**src/logic/ulpra_pkg.sv**
```systemverilog
// constants and state type for the ulpi register access block
package ulpra_pkg;
  localparam logic [1:0] ULPRA_CMD_IDLE = 2'h0;
  localparam logic [1:0] ULPRA_CMD_TX = 2'h1;
  localparam logic [1:0] ULPRA_CMD_WR = 2'h2;
  localparam logic [1:0] ULPRA_CMD_RD = 2'h3;
  localparam int ULPRA_CMD_OP_HI = 7;
  localparam int ULPRA_CMD_OP_LO = 6;
  localparam logic [5:0] ULPRA_EXT_ESC = 6'h2F;
  localparam logic [5:0] ULPRA_TX_NOPID = 6'h00;
  localparam logic [7:0] ULPRA_BUS_IDLE = 8'h00;
  localparam logic [7:0] ULPRA_REG_RESET = 8'h00;
  localparam int ULPRA_REG_COUNT = 256;

  typedef enum logic [3:0] {
    ULPRA_IDLE,
    ULPRA_WR_CMD,
    ULPRA_WR_ADDR,
    ULPRA_WR_DATA,
    ULPRA_WR_STOP,
    ULPRA_WR_COMMIT,
    ULPRA_RD_CMD,
    ULPRA_RD_ADDR,
    ULPRA_RD_TURN,
    ULPRA_RD_SEND,
    ULPRA_TX_BUSY,
    ULPRA_TX_END,
    ULPRA_RX_TURN,
    ULPRA_RX_SEND,
    ULPRA_REL_TURN
  } ulpra_state_e;
endpackage : ulpra_pkg

```
**src/logic/ulpra_core.sv**
```systemverilog
// phy-side ulpi protocol block: command decode, register array, rx status bytes
`timescale 1ns/1ps
module ulpra_core
  import ulpra_pkg::*;
#(
  parameter int DATA_W = 8
) (
  input wire logic core_clk, // ulpi clock
  input wire logic rst, // synchronous reset, active high
  input wire logic [DATA_W-1:0] data_in, // bus level seen at the pins
  output logic [DATA_W-1:0] data_out, // value driven while owning the bus
  output logic data_oe_n, // low while the device drives the bus
  output logic dir, // bus direction, high when device owns the bus
  output logic nxt, // byte pacing towards the link
  input wire logic stp, // stop from the link
  input wire logic sync_mode, // high in synchronous mode, low in any async mode
  input wire logic [DATA_W-1:0] rx_status, // live status byte content
  input wire logic status_event, // pulse: status changed, a status byte is owed
  output logic tx_start, // pulse: usb transmit begins
  output logic tx_nopid, // transmit carries no identifier (held with tx_pid)
  output logic [3:0] tx_pid, // packet identifier of the last transmit
  output logic reg_wr_strobe, // pulse: register committed
  output logic [7:0] reg_wr_addr, // address of last committed write
  output logic [DATA_W-1:0] reg_wr_data // value of last committed write
);
  // the command layout only makes sense on an 8-bit bus
  if (DATA_W != 8) begin : g_width_check
    $error("ulpra_core: bus must be 8 bits wide");
  end

  logic [DATA_W-1:0] reg_file [ULPRA_REG_COUNT];
  ulpra_state_e state;
  ulpra_state_e next_state;
  logic [7:0] addr;
  logic [DATA_W-1:0] wr_data;
  logic status_owed;

  function automatic logic is_ext(input logic [DATA_W-1:0] cmd);
    return cmd[5:0] == ULPRA_EXT_ESC;
  endfunction : is_ext

  wire [1:0] cmd_op = data_in[ULPRA_CMD_OP_HI:ULPRA_CMD_OP_LO];
  // a command is only looked at while we listen and not in a turnaround
  wire cmd_seen = (state == ULPRA_IDLE) && sync_mode &&
                  (data_in != ULPRA_BUS_IDLE);
  wire cmd_tx = cmd_seen && (cmd_op == ULPRA_CMD_TX);
  // op 01 with bits 5:4 clear carries an identifier unless the low six are all zero
  wire tx_has_pid = (data_in[5:4] == 2'h0) &&
                    (data_in[5:0] != ULPRA_TX_NOPID);
  // status waits whenever the link holds a command; link requests win
  wire rx_go = (state == ULPRA_IDLE) && sync_mode && status_owed && !cmd_seen;
  // a stretched stp only delays the commit, the byte is already held
  wire commit = (state == ULPRA_WR_COMMIT) && !stp;
  // bytes paced by nxt are taken in these states only
  wire ext_addr_take = (state == ULPRA_WR_ADDR) || (state == ULPRA_RD_ADDR);
  wire wr_data_take = (state == ULPRA_WR_DATA);
  wire status_taken = (state == ULPRA_RX_TURN);
  // drive decisions look at the state being entered so data_out is a plain flop
  wire send_rd = (next_state == ULPRA_RD_SEND);
  wire send_rx = (next_state == ULPRA_RX_SEND);

  // handshake outputs decode the state directly
  assign nxt = (state == ULPRA_WR_CMD) || (state == ULPRA_WR_ADDR) ||
               (state == ULPRA_WR_DATA) || (state == ULPRA_RD_CMD) ||
               (state == ULPRA_RD_ADDR);
  assign dir = (state == ULPRA_RD_TURN) || (state == ULPRA_RD_SEND) ||
               (state == ULPRA_RX_TURN) || (state == ULPRA_RX_SEND);

  always_comb begin
    next_state = state;
    case (state)
      ULPRA_IDLE: begin
        // a command beats an owed status byte in the same cycle
        if (cmd_seen) begin
          case (cmd_op)
            ULPRA_CMD_TX: next_state = ULPRA_TX_BUSY;
            ULPRA_CMD_WR: next_state = ULPRA_WR_CMD;
            ULPRA_CMD_RD: next_state = ULPRA_RD_CMD;
            default: next_state = ULPRA_IDLE;
          endcase
        end else if (rx_go) begin
          next_state = ULPRA_RX_TURN;
        end
      end
      ULPRA_WR_CMD: next_state = is_ext(addr) ? ULPRA_WR_ADDR : ULPRA_WR_DATA;
      ULPRA_WR_ADDR: next_state = ULPRA_WR_DATA;
      ULPRA_WR_DATA: next_state = ULPRA_WR_STOP;
      ULPRA_WR_STOP: next_state = stp ? ULPRA_WR_COMMIT : ULPRA_WR_STOP;
      ULPRA_WR_COMMIT: next_state = stp ? ULPRA_WR_COMMIT : ULPRA_IDLE;
      ULPRA_RD_CMD: next_state = is_ext(addr) ? ULPRA_RD_ADDR : ULPRA_RD_TURN;
      ULPRA_RD_ADDR: next_state = ULPRA_RD_TURN;
      ULPRA_RD_TURN: next_state = ULPRA_RD_SEND;
      ULPRA_RD_SEND: next_state = ULPRA_REL_TURN;
      ULPRA_TX_BUSY: next_state = stp ? ULPRA_TX_END : ULPRA_TX_BUSY;
      ULPRA_TX_END: next_state = stp ? ULPRA_TX_END : ULPRA_IDLE;
      ULPRA_RX_TURN: next_state = ULPRA_RX_SEND;
      ULPRA_RX_SEND: next_state = ULPRA_REL_TURN;
      ULPRA_REL_TURN: next_state = ULPRA_IDLE;
      default: next_state = ULPRA_IDLE;
    endcase
  end

  // dir and nxt decode this register, so they change on the edge itself
  always_ff @(posedge core_clk) begin
    if (rst) begin
      state <= ULPRA_IDLE;
    end else begin
      state <= next_state;
    end
  end

  // address: low six bits of the command, or the full byte after the escape
  always_ff @(posedge core_clk) begin
    if (rst) begin
      addr <= 8'h00;
    end else if (cmd_seen) begin
      addr <= {2'b00, data_in[5:0]};
    end else if (ext_addr_take) begin
      addr <= data_in;
    end
  end

  // write byte waits here until stp has come and gone
  always_ff @(posedge core_clk) begin
    if (rst) begin
      wr_data <= ULPRA_REG_RESET;
    end else if (wr_data_take) begin
      wr_data <= data_in;
    end
  end

  // array has no reset; only the commit path touches it, so async modes keep it
  always_ff @(posedge core_clk) begin
    if (commit) begin
      reg_file[addr] <= wr_data;
    end
  end

  // last commit stays visible for whatever consumes the register values
  always_ff @(posedge core_clk) begin
    if (rst) begin
      reg_wr_strobe <= 1'b0;
      reg_wr_addr <= 8'h00;
      reg_wr_data <= ULPRA_REG_RESET;
    end else begin
      reg_wr_strobe <= commit;
      if (commit) begin
        reg_wr_addr <= addr;
        reg_wr_data <= wr_data;
      end
    end
  end

  // set wins over clear so an event in the rx turnaround cycle is not lost
  always_ff @(posedge core_clk) begin
    if (rst) begin
      status_owed <= 1'b0;
    end else if (status_event) begin
      status_owed <= 1'b1;
    end else if (status_taken) begin
      status_owed <= 1'b0;
    end
  end

  // bus drive is registered; enable follows the state being entered
  always_ff @(posedge core_clk) begin
    if (rst) begin
      data_out <= ULPRA_BUS_IDLE;
      data_oe_n <= 1'b1;
    end else begin
      data_oe_n <= !(send_rd || send_rx);
      if (send_rd) begin
        data_out <= reg_file[addr];
      end else if (send_rx) begin
        data_out <= rx_status;
      end else begin
        data_out <= ULPRA_BUS_IDLE;
      end
    end
  end

  // only the command byte is decoded; the packet datapath is outside this block
  always_ff @(posedge core_clk) begin
    if (rst) begin
      tx_start <= 1'b0;
      tx_nopid <= 1'b0;
      tx_pid <= 4'h0;
    end else begin
      tx_start <= cmd_tx;
      if (cmd_tx) begin
        tx_nopid <= !tx_has_pid;
        tx_pid <= tx_has_pid ? data_in[3:0] : 4'h0;
      end
    end
  end
endmodule : ulpra_core

```
**config.mk**
```make
export PLATFORM = sky130hd
export DESIGN_NAME = ulpra_core
export DESIGN_NICKNAME = d
export VERILOG_FILES = /design/src/logic/ulpra_pkg.sv /design/src/logic/ulpra_core.sv
export SDC_FILE = /design/constraint.sdc
export NUM_CORES = 2
export LEC_CHECK = 0
export BUFFER_PORTS_ARGS = -buffer_cell sky130_fd_sc_hd__buf_2
export CAP_MARGIN = 10
export CORE_MARGIN = 4
export CORE_UTILIZATION = 43
export CTS_CLUSTER_DIAMETER = 200
export CTS_CLUSTER_SIZE = 14
export DETAILED_ROUTE_END_ITERATION = 16
export GPL_TIMING_DRIVEN = 0
export PLACE_DENSITY = 0.65
export SYNTH_ARGS = -nofsm -noshare
export SYNTH_HDL_FRONTEND = slang
export SYNTH_SLANG_ARGS = --single-unit
export TNS_END_PERCENT = 100
```
**constraint.sdc**
```tcl
create_clock -name core_clk -period 4.2 [get_ports core_clk]
set_clock_uncertainty 0.1 [all_clocks]
set_input_delay 0 -clock core_clk [delete_from_list [all_inputs] [get_ports core_clk]]
set_output_delay 0 -clock core_clk [all_outputs]
set_load 0.1 [all_outputs]
```
==> flow_metrics.env <==
export IMPL_peakVddDrop_v=0.000435
export IMPL_ant_nets=0
export IMPL_placed_cells=6620
export IMPL_vias=43700
export IMPL_synth_most_common_cell="edfxtp_1"
export IMPL_syn_nets=4061
export IMPL_p_total_w=0.0487
export IMPL_yosys_top_cells_area="edfxtp_1 75%, mux4_2 13%, nor2_1 1.5%, mux2i_1 1.3%, dfxtp_1 1.3%"
export IMPL_whs_ns=0.0661
export IMPL_syn_area_mm2=0.0816
export IMPL_worstHoldPathCells=4
export IMPL_critPathSlowestCell="o21ai_0"
export IMPL_row_count=159
export IMPL_crit_path_end_kind="flip-flop"
export IMPL_yosysTopAreaCell="edfxtp_1"
export IMPL_synth_warnings=0
export IMPL_arrival_ns=4.97
export IMPL_path_cells="buf_4, clkbuf_4, buf_4, buf_2, mux4_2, o21ai_0, nand4_1, nor4_4, o32ai_1, buf_4"
export IMPL_cts_buffers=168
export IMPL_relSlewSlack_pct=10.9
export IMPL_p_seq_share_pct=47.8
export IMPL_cpPeakStageDelay_ns=0.62
export IMPL_final_util_pct=49.2
export IMPL_avgSynthCellArea_um2=20.2
export IMPL_nFillCells=15200
export IMPL_fin_crit_sh_pct=104
export IMPL_hold_viol=0
export IMPL_max_freq_mhz=229
export IMPL_critPathBufInv=5
export IMPL_layoutNonFillerInstCount=6895
export IMPL_synth_top_cell_area_share_pct=75.3
export IMPL_crit_family="buffers and inverters"
export IMPL_seq_area_frac_synth_pct=76.6
export IMPL_grtUsageTotal_pct=25.1
export IMPL_fp_dieW_um=444
export IMPL_hp_start="rst"
export IMPL_clock_latency_ns=0.85
export IMPL_grt_pass1_vias=42600
export IMPL_start_util_pct=43.4
export IMPL_required_ns=4.81
export IMPL_drv_slew=0
export IMPL_hold_path_class="in -> reg"
export IMPL_gr_total_overflow=0
export IMPL_gp_congestion=1.04
export IMPL_drt_total_wl_um=249000
export IMPL_die_h_um=444
export IMPL_drt_first_iter_violations=6563
export IMPL_cp_max_fo=10
export IMPL_syn_to_final_growth_pct=13.4
export IMPL_root_buffer="clkbuf_16"
export IMPL_synth_edff_count=2048
export IMPL_setup_ws_ns=-0.158
export IMPL_core_area_mm2=0.188
export IMPL_p_sw_w=0.0144
export IMPL_p_int_w=0.0343
export IMPL_cts_tree="done"
export IMPL_r2r_worst_path_cells=10
export IMPL_drc_errors=0
export IMPL_detail_route_first_pass_iterations=5
export IMPL_numPortBuffers=54
export IMPL_yosys_register_bits=2101
export IMPL_via_per_inst=6.33
export IMPL_cp_start_kind="flip-flop"
export IMPL_r2r_start="addr[3]$_SDFFE_PP0P_"
export IMPL_tightestPinTransition_ns=1.33
export IMPL_antenna_found_initial=13
export IMPL_rsz0062_at_grt="yes"
export IMPL_synthFlopType="edfxtp_1"
export IMPL_synthTopCellsByCount="2,048 x edfxtp_1, 466 x mux4_2, 331 x nor2_1"
export IMPL_drv_cap=0
export IMPL_hpwl_um=172000
export IMPL_finalSetupViolations=260
export IMPL_cpMostUsedCell="buf_4"
export IMPL_power_density_mw_per_mm2=526
export IMPL_cts_buffer_depth=3
export IMPL_fin_crit_ns=4.36
export IMPL_ys_async_sr_fraction_pct=0
export IMPL_r2r_slack_ns=-0.16
export IMPL_drive_above_1_share_pct=28.3
export IMPL_failed_checks="setup timing"
export IMPL_clk_pin_slew_ns=0.07
export IMPL_r2r_end="data_out[4]$_SDFF_PP0_"
export IMPL_cts_sinks=2101
export IMPL_comb_power_share_pct=22.3
export IMPL_grt_pass1_wl_um=343000
export IMPL_avgRoutedWirePerCell_um=36.2
export IMPL_swShare_pct=29.6
export IMPL_p_leak_nw=29.8
export IMPL_final_net_count=4361
export IMPL_grt_max_degree=97
export IMPL_status="finished, violations left"
export IMPL_syn_inst=4040
export IMPL_min_to="state[0]$_SDFF_PP0_"
export IMPL_ioPinCount=55
export IMPL_fp_dieArea_mm2=0.197
export IMPL_cts_max_level=4
export IMPL_clkPwrFrac_pct=29.9
export IMPL_crit_type="reg -> reg"
export IMPL_yosysUniqueCellTypes=56
==> cells in the final DEF (no fill, tap or decap), types with 24 or more instances in the layout <==
cell and count:
nor2_1 130, a22oi_1 32, nor2_4 82, nand3_1 79
buf_6 33, dfxtp_1 45, buf_2 102, buf_4 46
mux2i_1 110, clkbuf_16 170, clkbuf_2 32, mux2_2 38
nand2_1 93, mux4_2 466, edfxtp_1 2048, a31oi_1 38
clkbuf_1 96, a221oi_1 31, a21oi_1 79, dlygate4sd3_1 38
nor2b_1 54, a211oi_1 61, nor2_2 120, and3_1 24
==> worst max-delay path by stage <==
stage	start	end	cells past startpoint
global placement	addr[2]$_SDFFE_PP0P_	reg_file[105][3]$_DFFE_PP_	7
floorplan	addr[3]$_SDFFE_PP0P_	reg_file[107][0]$_DFFE_PP_	9
finish	addr[3]$_SDFFE_PP0P_	data_out[4]$_SDFF_PP0_	10
detailed placement	addr[3]$_SDFFE_PP0P_	reg_file[76][0]$_DFFE_PP_	8
CTS	addr[6]$_SDFFE_PP0P_	reg_file[95][6]$_DFFE_PP_	6
global route	addr[4]$_SDFFE_PP0P_	reg_file[61][5]$_DFFE_PP_	8
==> worst register-to-register path, cell delays in order, from the launching register on <==
cell,delay [ns]
dfxtp_1,0.47
buf_4,0.34
clkbuf_4,0.38
buf_4,0.39
buf_2,0.41
mux4_2,0.40
o21ai_0,0.62
nand4_1,0.34
nor4_4,0.40
o32ai_1,0.18
buf_4,0.22
==> state kept, by name, indices dropped and copies added (netlist names) <==
name           count
reg_file        2048
reg_wr_strobe      1
tx_nopid           1
reg_wr_data        8
data_oe_n          1
reg_wr_addr        8
tx_start           1
tx_pid             4
wr_data            8
data_out           8
state              4
addr               8
status_owed        1
==> area by class of cell <==
type	instances	area (um^2)	share of cell area, %
flip-flops and latches	2101	62600	67.6
multi-input cells	1677	19100	20.6
clock buffers	204	4380	4.73
well taps	2495	3120	3.37
plain buffers	250	1670	1.80
repair buffers	134	1460	1.58
clock inverters	12	225	0.243
diodes	14	35.0	0.0378
inverters	8	30.0	0.0324
==> what timing repair did <==
action / in CTS / in global routing
hold buffers: 38 / 0
hold endpoints to repair: 53 / 0
pin swaps: 13 / 12
resized for setup: 400 / 142
buffers inserted: 11 / 0
endpoints found under the setup margin: 2040 / 971
==> power groups by stage <==
| stage | Sequential, W | Clock (W) | Combinational (W) |
|---|---|---|---|
| finish | 0.0233 | 0.0146 | 0.0109 |
| floorplan | 0.0239 | 0 | 0.00570 |
| detailed placement | 0.0237 | 0 | 0.0101 |
| global placement | 0.0241 | 0 | 0.00961 |
| global route | 0.0233 | 0.0155 | 0.0110 |
| CTS | 0.0233 | 0.0147 | 0.0105 |
==> metal layers <==
layer  part of all wire, %  global-route usage, %
met4                   7.4                   15.5
met1                    36                   32.9
met3                    11                   6.98
met2                    45                   37.4
met5                 0.076                  0.611
==> stage by stage <==
step                area, um^2  setup TNS (ns)  worst slack [ns]
floorplan                81700               0              1.39
global placement         85000        -3236.80             -1.76
detailed placement       85800        -1851.25             -1.33
CTS                      92100          -21.90            -0.171
global route             92600           -1.87           -0.0621
finish                   92600          -11.61            -0.158
==> logic make-up after synthesis <==
kind of cell | synth area share, %
DFF | 76.6
and+or+nand+nor | 3.93
muxes | 14.7
AOI/OAI and AO/OA | 3.05
buffers and inverters | 1.66
No activity file was read; power rests on OpenSTA's default activity.
